`config.mk`:
```
export PLATFORM = sky130hd
export DESIGN_NAME = osa_core
export DESIGN_NICKNAME = d
export VERILOG_FILES = /design/src/hdl/osa_pkg.sv /design/src/hdl/osa_core.sv
export SDC_FILE = /design/constraint.sdc
export NUM_CORES = 1
export LEC_CHECK = 0
export ABC_AREA = 0
export BUFFER_PORTS_ARGS = -buffer_cell sky130_fd_sc_hd__buf_2
export CORE_AREA = 2 2 197 102
export CTS_BUF_LIST = sky130_fd_sc_hd__clkbuf_4
export DETAILED_ROUTE_END_ITERATION = 7
export DIE_AREA = 0 0 199 104
export PLACE_DENSITY = 0.63
export SLEW_MARGIN = 0
export SYNTH_ARGS = -nofsm -noshare
export SYNTH_HDL_FRONTEND = slang
export SYNTH_SLANG_ARGS = --single-unit
```
`constraint.sdc`:
```
create_clock -name clk_i -period 3.8 [get_ports clk_i]
set_input_delay 0.76 -clock clk_i [delete_from_list [all_inputs] [get_ports clk_i]]
set_output_delay 0.76 -clock clk_i [all_outputs]
set_load 0.01 [all_outputs]
```
`src/hdl/osa_pkg.sv`:
```
// Constants for the security-sector and parameter-read command logic.
// Assumes one serial link: opcodes arrive most significant bit first.
package osa_pkg;
	// Opcodes
	localparam logic [7:0] OP_SECT_ERASE = 8'h20;
	localparam logic [7:0] OP_HALF_ERASE = 8'h52;
	localparam logic [7:0] OP_BLK_ERASE = 8'hD8;
	localparam logic [7:0] OP_CHIP_ERASE = 8'hC7;
	localparam logic [7:0] OP_CHIP_ERASE2 = 8'h60;
	localparam logic [7:0] OP_WRITE_STATUS = 8'h01;
	localparam logic [7:0] OP_READ_STATUS = 8'h05;
	localparam logic [7:0] OP_WRITE_DISABLE = 8'h04;
	localparam logic [7:0] OP_ENTER_OTP = 8'h3A;
	localparam logic [7:0] OP_FOUR_LINE = 8'h38;
	localparam logic [7:0] OP_FOUR_LINE_EXIT = 8'hFF;
	localparam logic [7:0] OP_READ_PARAM = 8'h5A;
	// Bit counts at the end of each phase
	localparam logic [5:0] LEN_OPC = 6'h08;
	localparam logic [5:0] LEN_WSR = 6'h10;
	localparam logic [5:0] LEN_ADDR = 6'h20;
	localparam logic [5:0] LEN_DUMMY = 6'h28;
	localparam logic [5:0] CNT_MAX = 6'h3F;
	localparam logic [5:0] STEP_ONE = 6'h01;
	localparam logic [5:0] STEP_FOUR = 6'h04;
	localparam logic [2:0] LAST_BIT = 3'h7;
	// Security sector placement: address bits 23:12 and sector index
	localparam logic [11:0] SEC_A_BASE = 12'h0FF;
	localparam logic [11:0] SEC_B_BASE = 12'h0FE;
	localparam logic [11:0] SEC_C_BASE = 12'h0F0;
	localparam logic [1:0] SEC_A = 2'h0;
	localparam logic [1:0] SEC_B = 2'h1;
	localparam logic [1:0] SEC_C = 2'h2;
	// Status bit positions while in security-sector mode
	localparam int ST_LOCK_A = 7;
	localparam int ST_EB_LOCK = 3;
	localparam int ST_LOCK_B = 2;
	localparam int ST_LOCK_C = 1;
	localparam int ST_BUSY = 0;
	// Parameter space contents
	localparam logic [7:0] PRM_FILL = 8'hFF;
	localparam logic [7:0] PRM_LAST = 8'hFF;
	localparam logic [7:0] PRM_SIG0 = 8'h53;
	localparam logic [7:0] PRM_SIG1 = 8'h46;
	localparam logic [7:0] PRM_SIG2 = 8'h44;
	localparam logic [7:0] PRM_SIG3 = 8'h50;
	localparam logic [7:0] PRM_REV_MINOR = 8'h00;
	localparam logic [7:0] PRM_REV_MAJOR = 8'h01;
	localparam logic [7:0] PRM_HDR_COUNT = 8'h00;
	localparam logic [7:0] PRM_ID = 8'h00;
	localparam logic [7:0] PRM_TBL_LEN = 8'h09;
	localparam logic [23:0] PRM_TABLE_PTR = 24'h000030;
	localparam logic [7:0] PRM_ERASE_INFO = 8'hED;
	localparam logic [7:0] PRM_READ_INFO = 8'hF1;
	localparam logic [31:0] PRM_DENSITY = 32'h007FFFFF;
	typedef enum logic [2:0] {
		OSA_CMD = 3'b000,
		OSA_ADDR = 3'b001,
		OSA_DUMMY = 3'b010,
		OSA_SEND = 3'b011,
		OSA_DATAIN = 3'b100,
		OSA_SKIP = 3'b101
	} osa_state_t;
endpackage : osa_pkg

```
`src/hdl/osa_core.sv`:
```
// Command logic for security-sector mode and the parameter-space read.
// Assumes the serial link pins are asynchronous and much slower than clk_i;
// the array engine outside reports its running cycle on busy_i (same clock).
//
// Overview of operation
// - Security sectors erase only by opcode 20h
// - Chip, 64K and 32K erases ignored here
// - Sectors sit at 0FF000h, 0FE000h, 0F0000h
// - One sector erase wipes a whole sector
// - Write-status sets lock bits once, never clears
// - Opcode 04h leaves security-sector mode
// - Enter command accepted in four-line mode too
// - Parameter bits driven on falling clock edges
// - Address advances by one per byte
// - Address wraps to zero past the top
// - Chip select high stops output, ends command
// - Parameter read rejected while array busy
// - Signature bytes 53h 46h 44h 50h
// - Minor revision 00h, major 01h
// - Header count 00h, address 07h reads FFh
// - Header ID 00h, revision 1.0, length 09h
// - Table pointer 000030h, address 0Fh FFh
// - Byte 30h bits 1:0 read 01b
// - Byte 31h reports erase opcode 20h
// - Secure-mode status shows locks and busy
`timescale 1ns/10ps
module osa_core (
	input wire logic clk_i,
	input wire logic reset_i,
	input wire logic sclk_i,
	input wire logic cs_n_i,
	input wire logic [3:0] dq_i,
	input wire logic busy_i,
	input wire logic [7:0] status_i,
	output logic so_o,
	output logic so_oe_o,
	output logic otp_mode_o,
	output logic four_line_o,
	output logic sector_lock_a_o,
	output logic sector_lock_b_o,
	output logic sector_lock_c_o,
	output logic erase_block_lock_o,
	output logic array_erase_o,
	output logic [7:0] erase_op_o,
	output logic [23:0] erase_addr_o,
	output logic otp_erase_o,
	output logic [1:0] otp_sector_o
);
	logic sclk_s1, sclk_s2, sclk_s3;
	logic cs_s1, cs_s2, cs_s3;
	logic [3:0] dq_s1, dq_s2;
	logic rise_w, fall_w, sel_w, cs_rise_w;
	osa_pkg::osa_state_t state_q;
	logic [5:0] cnt_q, step_w, cnt_inc_w;
	logic [7:0] sh_q, sh_d, opcode_q, data_q, out_sh_q, status_w;
	logic [23:0] addr_q;
	logic [2:0] obit_q;
	logic so_q;
	logic otp_q, quad_q, lock_a_q, lock_b_q, lock_c_q, eb_lock_q;
	logic erase_q, otp_erase_q;
	logic [7:0] erase_op_q;
	logic [23:0] erase_addr_q;
	logic [1:0] otp_sector_q;
	logic sec_hit_w, sec_locked_w;
	logic [1:0] sec_idx_w;

	// Parameter space: 256 bytes, unlisted locations read as fill
	function automatic logic [7:0] osa_param(input logic [7:0] a);
		unique case (a)
			8'h00: osa_param = osa_pkg::PRM_SIG0;
			8'h01: osa_param = osa_pkg::PRM_SIG1;
			8'h02: osa_param = osa_pkg::PRM_SIG2;
			8'h03: osa_param = osa_pkg::PRM_SIG3;
			8'h04: osa_param = osa_pkg::PRM_REV_MINOR;
			8'h05: osa_param = osa_pkg::PRM_REV_MAJOR;
			8'h06: osa_param = osa_pkg::PRM_HDR_COUNT;
			8'h07: osa_param = osa_pkg::PRM_FILL;
			8'h08: osa_param = osa_pkg::PRM_ID;
			8'h09: osa_param = osa_pkg::PRM_REV_MINOR;
			8'h0A: osa_param = osa_pkg::PRM_REV_MAJOR;
			8'h0B: osa_param = osa_pkg::PRM_TBL_LEN;
			8'h0C: osa_param = osa_pkg::PRM_TABLE_PTR[7:0];
			8'h0D: osa_param = osa_pkg::PRM_TABLE_PTR[15:8];
			8'h0E: osa_param = osa_pkg::PRM_TABLE_PTR[23:16];
			8'h30: osa_param = osa_pkg::PRM_ERASE_INFO;
			8'h31: osa_param = osa_pkg::OP_SECT_ERASE;
			8'h32: osa_param = osa_pkg::PRM_READ_INFO;
			8'h34: osa_param = osa_pkg::PRM_DENSITY[7:0];
			8'h35: osa_param = osa_pkg::PRM_DENSITY[15:8];
			8'h36: osa_param = osa_pkg::PRM_DENSITY[23:16];
			8'h37: osa_param = osa_pkg::PRM_DENSITY[31:24];
			default: osa_param = osa_pkg::PRM_FILL;
		endcase
	endfunction : osa_param

	// Two-flop synchronisers; a third flop on link clock and select feeds edge detection
	always_ff @(posedge clk_i or posedge reset_i) begin
		if (reset_i) begin
			sclk_s1 <= 1'b0;
			sclk_s2 <= 1'b0;
			sclk_s3 <= 1'b0;
			cs_s1 <= 1'b1;
			cs_s2 <= 1'b1;
			cs_s3 <= 1'b1;
			dq_s1 <= 4'h0;
			dq_s2 <= 4'h0;
		end else begin
			sclk_s1 <= sclk_i;
			sclk_s2 <= sclk_s1;
			sclk_s3 <= sclk_s2;
			cs_s1 <= cs_n_i;
			cs_s2 <= cs_s1;
			cs_s3 <= cs_s2;
			dq_s1 <= dq_i;
			dq_s2 <= dq_s1;
		end
	end

	// Edges and shifting; four-line mode takes opcodes four bits per edge
	assign rise_w = sclk_s2 & ~sclk_s3;
	assign fall_w = ~sclk_s2 & sclk_s3;
	assign sel_w = ~cs_s2;
	assign cs_rise_w = cs_s2 & ~cs_s3;
	assign step_w = (quad_q && state_q == osa_pkg::OSA_CMD) ? osa_pkg::STEP_FOUR : osa_pkg::STEP_ONE;
	assign cnt_inc_w = (cnt_q > osa_pkg::CNT_MAX - step_w) ? osa_pkg::CNT_MAX : cnt_q + step_w;
	assign sh_d = (step_w == osa_pkg::STEP_FOUR) ? {sh_q[3:0], dq_s2} : {sh_q[6:0], dq_s2[0]};

	// Status byte meaning depends on the mode
	always_comb begin
		status_w = {status_i[7:1], busy_i};
		if (otp_q) begin
			status_w = 8'h00;
			status_w[osa_pkg::ST_LOCK_A] = lock_a_q;
			status_w[osa_pkg::ST_EB_LOCK] = eb_lock_q;
			status_w[osa_pkg::ST_LOCK_B] = lock_b_q;
			status_w[osa_pkg::ST_LOCK_C] = lock_c_q;
			status_w[osa_pkg::ST_BUSY] = busy_i;
		end
	end

	// Instruction sequencer and serial output; chip select high resets it
	always_ff @(posedge clk_i or posedge reset_i) begin
		if (reset_i) begin
			state_q <= osa_pkg::OSA_CMD;
			cnt_q <= 6'h00;
			sh_q <= 8'h00;
			opcode_q <= 8'h00;
			data_q <= 8'h00;
			addr_q <= 24'h000000;
			out_sh_q <= 8'h00;
			obit_q <= 3'h0;
			so_q <= 1'b0;
		end else if (!sel_w) begin
			state_q <= osa_pkg::OSA_CMD;
			cnt_q <= 6'h00;
			obit_q <= 3'h0;
		end else if (rise_w) begin
			cnt_q <= cnt_inc_w;
			sh_q <= sh_d;
			unique case (state_q)
				osa_pkg::OSA_CMD: if (cnt_inc_w == osa_pkg::LEN_OPC) begin
					opcode_q <= sh_d;
					state_q <= osa_pkg::OSA_SKIP;
					if (!quad_q) begin
						unique case (sh_d)
							osa_pkg::OP_READ_PARAM: if (!busy_i) state_q <= osa_pkg::OSA_ADDR;
							osa_pkg::OP_SECT_ERASE, osa_pkg::OP_BLK_ERASE,
							osa_pkg::OP_HALF_ERASE: state_q <= osa_pkg::OSA_ADDR;
							osa_pkg::OP_WRITE_STATUS: state_q <= osa_pkg::OSA_DATAIN;
							osa_pkg::OP_READ_STATUS: begin
								state_q <= osa_pkg::OSA_SEND;
								out_sh_q <= status_w;
							end
							default: state_q <= osa_pkg::OSA_SKIP;
						endcase
					end
				end
				osa_pkg::OSA_ADDR: begin
					addr_q <= {addr_q[22:0], dq_s2[0]};
					if (cnt_inc_w == osa_pkg::LEN_ADDR) begin
						state_q <= (opcode_q == osa_pkg::OP_READ_PARAM) ? osa_pkg::OSA_DUMMY
							: osa_pkg::OSA_SKIP;
					end
				end
				osa_pkg::OSA_DUMMY: if (cnt_inc_w == osa_pkg::LEN_DUMMY) begin
					state_q <= osa_pkg::OSA_SEND;
					out_sh_q <= osa_param(addr_q[7:0]);
				end
				osa_pkg::OSA_DATAIN: if (cnt_inc_w == osa_pkg::LEN_WSR) begin
					data_q <= sh_d;
					state_q <= osa_pkg::OSA_SKIP;
				end
				osa_pkg::OSA_SEND, osa_pkg::OSA_SKIP: begin
				end
			endcase
		end else if (fall_w && state_q == osa_pkg::OSA_SEND) begin
			so_q <= out_sh_q[7];
			obit_q <= obit_q + 3'h1;
			if (obit_q == osa_pkg::LAST_BIT) begin
				if (opcode_q == osa_pkg::OP_READ_PARAM) begin
					// Only the low byte counts, so the top wraps to zero
					addr_q <= {addr_q[23:8], addr_q[7:0] + 8'h01};
					out_sh_q <= osa_param(addr_q[7:0] + 8'h01);
				end else begin
					out_sh_q <= status_w;
				end
			end else begin
				out_sh_q <= {out_sh_q[6:0], 1'b0};
			end
		end
	end

	assign so_o = so_q;
	assign so_oe_o = sel_w && state_q == osa_pkg::OSA_SEND;

	// Security sector decode of the erase address
	always_comb begin
		sec_hit_w = 1'b1;
		sec_idx_w = osa_pkg::SEC_A;
		unique case (addr_q[23:12])
			osa_pkg::SEC_A_BASE: sec_idx_w = osa_pkg::SEC_A;
			osa_pkg::SEC_B_BASE: sec_idx_w = osa_pkg::SEC_B;
			osa_pkg::SEC_C_BASE: sec_idx_w = osa_pkg::SEC_C;
			default: sec_hit_w = 1'b0;
		endcase
		sec_locked_w = (sec_idx_w == osa_pkg::SEC_A) ? lock_a_q
			: (sec_idx_w == osa_pkg::SEC_B) ? lock_b_q : lock_c_q;
	end

	// Commands act when chip select rises after an exact length
	always_ff @(posedge clk_i or posedge reset_i) begin
		if (reset_i) begin
			otp_q <= 1'b0;
			quad_q <= 1'b0;
			lock_a_q <= 1'b0;
			lock_b_q <= 1'b0;
			lock_c_q <= 1'b0;
			eb_lock_q <= 1'b0;
			erase_q <= 1'b0;
			otp_erase_q <= 1'b0;
			erase_op_q <= 8'h00;
			erase_addr_q <= 24'h000000;
			otp_sector_q <= 2'h0;
		end else begin
			erase_q <= 1'b0;
			otp_erase_q <= 1'b0;
			if (cs_rise_w && cnt_q == osa_pkg::LEN_OPC) begin
				if (opcode_q == osa_pkg::OP_WRITE_DISABLE) otp_q <= 1'b0;
				if (opcode_q == osa_pkg::OP_ENTER_OTP && !busy_i) otp_q <= 1'b1;
				if (opcode_q == osa_pkg::OP_FOUR_LINE) quad_q <= 1'b1;
				if (opcode_q == osa_pkg::OP_FOUR_LINE_EXIT) quad_q <= 1'b0;
				// Full-array erase only outside security-sector mode
				if ((opcode_q == osa_pkg::OP_CHIP_ERASE || opcode_q == osa_pkg::OP_CHIP_ERASE2)
					&& !otp_q && !busy_i) begin
					erase_q <= 1'b1;
					erase_op_q <= opcode_q;
				end
			end
			if (cs_rise_w && cnt_q == osa_pkg::LEN_WSR && otp_q && !busy_i
				&& opcode_q == osa_pkg::OP_WRITE_STATUS) begin
				// Bits only ever gain ones, the one-time behaviour
				lock_a_q <= lock_a_q | data_q[osa_pkg::ST_LOCK_A];
				lock_b_q <= lock_b_q | data_q[osa_pkg::ST_LOCK_B];
				lock_c_q <= lock_c_q | data_q[osa_pkg::ST_LOCK_C];
				eb_lock_q <= eb_lock_q | data_q[osa_pkg::ST_EB_LOCK];
			end
			if (cs_rise_w && cnt_q == osa_pkg::LEN_ADDR && !busy_i) begin
				erase_addr_q <= addr_q;
				if (otp_q) begin
					// A single request clears the whole 4 KB sector (address bits 23:12 select it)
					if (opcode_q == osa_pkg::OP_SECT_ERASE && sec_hit_w && !sec_locked_w) begin
						otp_erase_q <= 1'b1;
						otp_sector_q <= sec_idx_w;
					end
				end else if (opcode_q == osa_pkg::OP_SECT_ERASE || opcode_q == osa_pkg::OP_BLK_ERASE
					|| opcode_q == osa_pkg::OP_HALF_ERASE) begin
					erase_q <= 1'b1;
					erase_op_q <= opcode_q;
				end
			end
		end
	end

	assign otp_mode_o = otp_q;
	assign four_line_o = quad_q;
	assign sector_lock_a_o = lock_a_q;
	assign sector_lock_b_o = lock_b_q;
	assign sector_lock_c_o = lock_c_q;
	assign erase_block_lock_o = eb_lock_q;
	assign array_erase_o = erase_q;
	assign erase_op_o = erase_op_q;
	assign erase_addr_o = erase_addr_q;
	assign otp_erase_o = otp_erase_q;
	assign otp_sector_o = otp_sector_q;

	// Checks
	otp_no_array_a: assert property (@(posedge clk_i) disable iff (reset_i)
		erase_q |-> !$past(otp_q)) else $error("array erase in secure mode");
	otp_sect_op_a: assert property (@(posedge clk_i) disable iff (reset_i)
		otp_erase_q |-> $past(opcode_q) == osa_pkg::OP_SECT_ERASE) else $error("bad sector erase");
	sect_map_a: assert property (@(posedge clk_i) disable iff (reset_i)
		otp_erase_q && otp_sector_q == osa_pkg::SEC_A |-> erase_addr_q[23:12] == osa_pkg::SEC_A_BASE)
		else $error("sector map wrong");
	lock_sticky_a: assert property (@(posedge clk_i) disable iff (reset_i)
		!$fell(lock_a_q) && !$fell(lock_b_q) && !$fell(lock_c_q) && !$fell(eb_lock_q))
		else $error("lock bit cleared");
	write_disable_cmd_exit_a: assert property (@(posedge clk_i) disable iff (reset_i)
		cs_rise_w && cnt_q == osa_pkg::LEN_OPC && opcode_q == osa_pkg::OP_WRITE_DISABLE |=> !otp_q)
		else $error("mode not left");
	out_on_fall_a: assert property (@(posedge clk_i) disable iff (reset_i)
		$changed(so_q) |-> $past(fall_w)) else $error("output moved off falling edge");
	addr_step_a: assert property (@(posedge clk_i) disable iff (reset_i)
		sel_w && fall_w && state_q == osa_pkg::OSA_SEND && obit_q == osa_pkg::LAST_BIT
		&& opcode_q == osa_pkg::OP_READ_PARAM |=> addr_q[7:0] == $past(addr_q[7:0]) + 8'h01)
		else $error("address not advanced");
	cs_stop_a: assert property (@(posedge clk_i) disable iff (reset_i)
		cs_s2 |=> !so_oe_o) else $error("driving while deselected");
	busy_reject_a: assert property (@(posedge clk_i) disable iff (reset_i)
		sel_w && state_q == osa_pkg::OSA_CMD && rise_w && cnt_inc_w == osa_pkg::LEN_OPC && busy_i
		&& !quad_q && sh_d == osa_pkg::OP_READ_PARAM |=> state_q == osa_pkg::OSA_SKIP)
		else $error("read accepted while busy");
	sig_first_a: assert property (@(posedge clk_i) disable iff (reset_i)
		$rose(state_q == osa_pkg::OSA_SEND) && opcode_q == osa_pkg::OP_READ_PARAM
		&& addr_q[7:0] == 8'h00 |-> out_sh_q == osa_pkg::PRM_SIG0) else $error("bad signature");
	param_read_c: cover property (@(posedge clk_i) disable iff (reset_i)
		state_q == osa_pkg::OSA_SEND && opcode_q == osa_pkg::OP_READ_PARAM);
	otp_erase_c: cover property (@(posedge clk_i) disable iff (reset_i) otp_erase_q);
	lock_set_c: cover property (@(posedge clk_i) disable iff (reset_i) $rose(lock_a_q));
endmodule : osa_core

```
==> results of run 1 <==
[stage by stage]
stage	hold WS [ns]	utilization (%)
after CTS	0.283	39.3
final	0.322	39.3
after global placement	0.334	37.5
after global routing	0.279	39.3
after floorplan	0.331	-
after detailed placement	0.341	37.5
[worst max-delay path, cell delays in order (launching register included)]
cell and delay, ns:
dfrtp_1 0.41, nor2_2 0.21, nand3b_2 0.14, ha_1 0.22, ha_1 0.28, o2111a_1 0.27, a311oi_1 0.40, nor3b_4 0.34
and4b_1 0.24, o211ai_2 0.14, a221o_1 0.36, a2111oi_1 0.40
[state kept, by name (all words and copies together) (netlist names), 2 cells and up]
signal and flops:
sh_q 7, state_q 3, opcode_q 8, otp_sector_o 2, data_q 4, erase_addr_o 24, dq_s2 4, addr_q 24
dq_s1 4, out_sh_q 8, erase_op_o 8, obit_q 3, cnt_q 6
[power breakdown]
group          switching (mW)  internal [mW]  leakage (nW)
Clock                   0.541          0.591         0.183
Combinational           0.206          0.150          1.74
Sequential             0.0832           1.34          1.60
[Yosys cell counts (5+ instances only)]
master / count / area share (%)
inv_1: 19 / 1.1
o21ai_0: 41 / 3.1
nor3_1: 17 / 1.3
a21o_1: 8 / 0.92
nand3_1: 29 / 2.2
ha_1: 13 / 2.5
and2_1: 5 / 0.48
a31oi_1: 11 / 1.1
and3_1: 5 / 0.48
a311oi_1: 6 / 0.81
o22ai_1: 5 / 0.48
xnor2_1: 6 / 0.81
xor2_1: 5 / 0.67
clkbuf_1: 34 / 2.0
mux2_2: 67 / 12
nor2b_1: 11 / 1.1
nand2b_1: 9 / 0.86
or3_1: 5 / 0.48
a21oi_1: 33 / 2.5
nand2_1: 60 / 3.5
dfrtp_1: 117 / 45
nor2_1: 68 / 3.9
mux2i_1: 8 / 1.2
[cell type report]
class / instances / area [um^2]
Fill cell: 1860 / 11600
Multi-Input combinational cell: 487 / 3280
Sequential cell: 120 / 3010
Timing Repair Buffer: 76 / 435
Tap cell: 266 / 333
Clock inverter: 14 / 220
Clock buffer: 17 / 128
Inverter: 20 / 78.8
[final timing paths]
kind | slack [ns] | end | cells past startpoint | startpoint
hold reg to reg | 0.36 | dq_s2[1] | 0 | dq_s1[1]
min in group asynchronous | 0.39 | erase_op_o[2] | 3 | reset_i
max in group asynchronous | 2.91 | cnt_q[1] | 3 | reset_i
setup / recovery | 0.26 | state_q[2] | 11 | state_q[1]
hold / removal | 0.32 | cs_s1 | 1 | cs_n_i
setup reg to reg | 0.26 | state_q[2] | 11 | state_q[1]
[cell families (layout without fill, tap and decap cells)]
kind of cell	count (synthesis)	after routing	synth area share (%)
buffers and inverters	61	127	3.68
AND/OR/NAND/NOR	239	239	18.2
flip-flops	120	120	46.1
XOR/XNOR	11	11	1.48
multiplexers	77	77	13.5
AO/OA/AOI/OAI	146	146	14.5
adder cells (fa/ha/maj)	14	14	2.65
[per-layer routing]
metal	track usage, %	wire length [um]
met1	29.9	9330
met2	19.4	6310
met3	4.90	1510
met4	4.00	144
met5	0	0
==> impl_metrics.py, run 1 <==
metrics = {
    "sta": {
        "finalMaxSlewViolations": 0,
        "setup_viol": 0,
        "period_minus_slack_ns": 3.54,
        "fmax_ghz": 0.282,
        "maxSlewHeadroom_pct": 39.5,
        "final_hold_viol_count": 0,
        "fin_ws_ns": 0.260,
        "post-route-period-util_pct": 93.2,
        "fin_skew_ns": 0.0177,
        "fin_setup_tns_ns": 0,
        "rsz0062_at_grt": "false",
        "tightest_slew_ns": 0.908,
    },
    "synthesis": {
        "ys_warn_count": 0,
        "ys_seq_area_share_pct": 46.1,
        "synth-seq-cells": 120,
        "ys.flop_type": "dfrtp_1",
        "synth_edf_count": 0,
        "syn-instance-count": 668,
        "ys_types": 68,
        "synthArstFlopShare_pct": 100,
        "syn_area_um2": 6530,
        "syn_nets": 698,
        "syn_area_per_cell_um2": 9.77,
    },
    "cts": {
        "clock_path_buffers": 2,
        "h-tree-depth": 4,
        "hold_buffers": 0,
        "cts_buffers": 17,
        "tritoncts": "built",
        "clkTransAtPathRegs_ns": 0.11,
        "cts_sinks": 120,
        "insertion_delay_ns": 0.53,
        "cts-root-buf": "clkbuf_4",
        "post_cts_resized": 0,
        "cts_setup_buffers": 0,
    },
    "route": {
        "finalWirelength_mm": 17.3,
        "drt-initial-drc-count": 504,
        "wl_per_cell_um": 17.3,
        "vias": 5424,
        "drc": 0,
        "ant_nets": 0,
        "first_pass_iters": 5,
        "viasPerCell": 5.42,
    },
    "die": {
        "initial_utilization_pct": 34.3,
        "core-area_um2": 19100,
        "die_area_um2": 20700,
        "ioPinCount": 61,
        "die_h_um": 104,
        "die_width_um": 199,
        "std_cell_rows": 36,
    },
    "setup_path": {
        "start_kind": "flip-flop",
        "cp_max_fo": 7,
        "cp_data_arrival_time_ns": 3.94,
        "crit_required_ns": 4.20,
        "end_kind": "flip-flop",
        "path_class": "flip-flop to flip-flop",
    },
    "finish": {
        "syn2layout_area_growth_pct": 14.7,
        "instances_no_fill": 1000,
        "layout-drive-gt1-share_pct": 25.9,
        "finalNetCount": 752,
        "layout_commonest_cell": "dfrtp_1",
        "mostFrequentLayoutCells": "dfrtp_1, nor2_1, mux2_2",
        "diodes": 0,
        "final_area_um2": 7480,
    },
    "global_route": {
        "gr-usage-all-layers_pct": 17.3,
        "grt_max_degree": 121,
        "grt_pass1_wl_mm": 27.7,
        "grt_overflow": 0,
        "grt_pass1_vias": 4826,
        "grt_antenna_before_repair": 0,
    },
    "pwr": {
        "leakage_nw": 3.52,
        "ir_drop_v": 0.000227,
        "power_density_nw_per_um2": 389,
        "power_mw": 2.91,
    },
    "place": {
        "hpwl_mm": 12.4,
        "io_buffers": 59,
        "dp.cells": 969,
        "postPlaceCellArea_um2": 7140,
        "gp_congestion": 0.892,
        "dp_slack_ns": 0.355,
    },
    "job": {
        "maxCapViolCount": 0,
    },
    "status": {
        "status": "complete, no violations",
    },
    "hold_path": {
        "hp-class": "primary input to flip-flop",
    },
}
No activity file was read; power rests on OpenSTA's default activity.
==> run 2, diff against run 1 <==
--- a/config.mk
+++ b/config.mk
@@ -8,7 +8,7 @@
 export ABC_AREA = 0
 export BUFFER_PORTS_ARGS = -buffer_cell sky130_fd_sc_hd__buf_2
 export CORE_AREA = 2 2 197 102
-export CTS_BUF_LIST = sky130_fd_sc_hd__clkbuf_4
+export CTS_BUF_LIST = sky130_fd_sc_hd__clkbuf_4 sky130_fd_sc_hd__clkbuf_8
 export DETAILED_ROUTE_END_ITERATION = 7
 export DIE_AREA = 0 0 199 104
 export PLACE_DENSITY = 0.63
==> impl_metrics.py, run 2 (synthesis gave the netlist of run 1 again) <==
metrics = {
    "cts": {
        "h-tree-depth": 4,
        "cts-root-buf": "clkbuf_8",
        "clkTransAtPathRegs_ns": 0.08,
        "hold_buffers": 0,
        "clock_path_buffers": 2,
        "insertion_delay_ns": 0.43,
        "cts_sinks": 120,
        "post_cts_resized": 0,
        "tritoncts": "built",
        "cts_setup_buffers": 0,
        "cts_buffers": 17,
    },
    "die": {
        "initial_utilization_pct": 34.3,
        "ioPinCount": 61,
        "die_area_um2": 20700,
        "std_cell_rows": 36,
        "die_width_um": 199,
        "die_h_um": 104,
        "core-area_um2": 19100,
    },
    "setup_path": {
        "cp_data_arrival_time_ns": 3.84,
        "rrSetupSlack_ns": 0.26,
        "crit_required_ns": 4.10,
        "path_class": "flip-flop to flip-flop",
        "start_kind": "flip-flop",
        "end_kind": "flip-flop",
        "cp_max_fo": 17,
    },
    "sta": {
        "fin_skew_ns": 0.0129,
        "maxSlewHeadroom_pct": 37.7,
        "final_hold_viol_count": 0,
        "fin_setup_tns_ns": 0,
        "rsz0062_at_grt": "false",
        "fin_ws_ns": 0.260,
        "post-route-period-util_pct": 93.1,
        "period_minus_slack_ns": 3.54,
        "finalMaxSlewViolations": 0,
        "tightest_slew_ns": 0.925,
        "setup_viol": 0,
        "fmax_ghz": 0.283,
    },
    "job": {
        "maxCapViolCount": 0,
    },
    "finish": {
        "layout-drive-gt1-share_pct": 25.9,
        "diodes": 0,
        "fillCellCount": 1842,
        "syn2layout_area_growth_pct": 16.3,
        "finalNetCount": 752,
        "layout_commonest_cell": "dfrtp_1",
        "mostFrequentLayoutCells": "dfrtp_1, nor2_1, mux2_2",
    },
    "route": {
        "ant_nets": 0,
        "top_layer_used": "met4",
        "wl_met1_mm": 9.32,
        "dr_wl_met2_mm": 6.41,
        "vias": 5395,
        "drc": 0,
        "wl_met3_mm": 1.63,
        "finalWirelength_mm": 17.5,
        "viasPerCell": 5.40,
        "drt-initial-drc-count": 571,
        "first_pass_iters": 5,
        "wl_per_cell_um": 17.5,
    },
    "global_route": {
        "grt_pass1_wl_mm": 28.0,
        "grt_max_degree": 121,
        "grt_overflow": 0,
        "grt_pass1_vias": 4882,
        "grt_antenna_before_repair": 0,
        "gr-usage-all-layers_pct": 17.4,
    },
    "pwr": {
        "power_density_nw_per_um2": 413,
        "ir_drop_v": 0.000268,
        "power_mw": 3.13,
        "leakage_nw": 3.56,
    },
    "place": {
        "gp_congestion": 0.892,
        "io_buffers": 59,
        "dp_slack_ns": 0.355,
        "hpwl_mm": 12.4,
    },
    "hold_path": {
        "hp-class": "flip-flop to flip-flop",
    },
    "status": {
        "status": "complete, no violations",
    },
}
==> run 2: cell counts in the layout (fill, tap and decap cells not counted) <==
No cell type changed its count.
==> run 2: stage by stage <==
stage,hold WS (ns),utilization (%),instances,cell area (um^2)
2_1_floorplan,0.331,-,668,6530
3_3_place_gp,0.334,37.5,969,7140
3_5_place_dp,0.341,37.5,969,7140
4_1_cts,0.359,39.8,1000,7590
5_1_grt,0.365,39.8,1000,7590
6_report,0.351,39.8,1000,7590
==> run 2: where the power goes <==
group	total, mW	switching (mW)	leakage (nW)	internal (mW)
clock network	1.35	0.569	0.227	0.785
logic	0.357	0.207	1.74	0.150
registers	1.42	0.0831	1.60	1.34
total	3.13	0.859	3.56	2.28
==> run 2: cell type report <==
class	count	area (um^2)	area share (%)
inverters	20	78.8	1.04
repair buffers	76	435	5.74
well taps	266	333	4.39
clock inverters	14	220	2.90
multi-input cells	487	3280	43.2
clock buffers	17	234	3.08
flip-flops and latches	120	3010	39.6
==> run 2: per-layer routing <==
| layer | GRT usage, % | vias to the layer above |
|---|---|---|
| met2 | 19.8 | 258 |
| met3 | 4.77 | 10 |
| met4 | 3.89 | 0 |
| met5 | 0 | - |
| met1 | 30.0 | 2603 |
| li1 | - | 2524 |
==> run 2: worst paths after layout <==
path	end	from	cells after the start
worst max-delay path	state_q[2]	state_q[1]	12
worst min-delay path	dq_s2[1]	dq_s1[1]	0
worst max register to register	state_q[2]	state_q[1]	12
worst min register to register	dq_s2[1]	dq_s1[1]	0
max in group asynchronous	out_sh_q[0]	reset_i	3
min in group asynchronous	otp_mode_o	reset_i	3
==> run 2: worst max-delay path, cell delays in order (launching register included) <==
cell and delay [ns]:
dfrtp_1 0.41, nor2_2 0.22, nand3b_2 0.14, buf_4 0.20, inv_2 0.13, buf_4 0.24, o211ai_1 0.12, a311oi_1 0.50
nor3b_4 0.34, and4b_1 0.24, o211ai_2 0.14, a221o_1 0.36, a2111oi_1 0.39
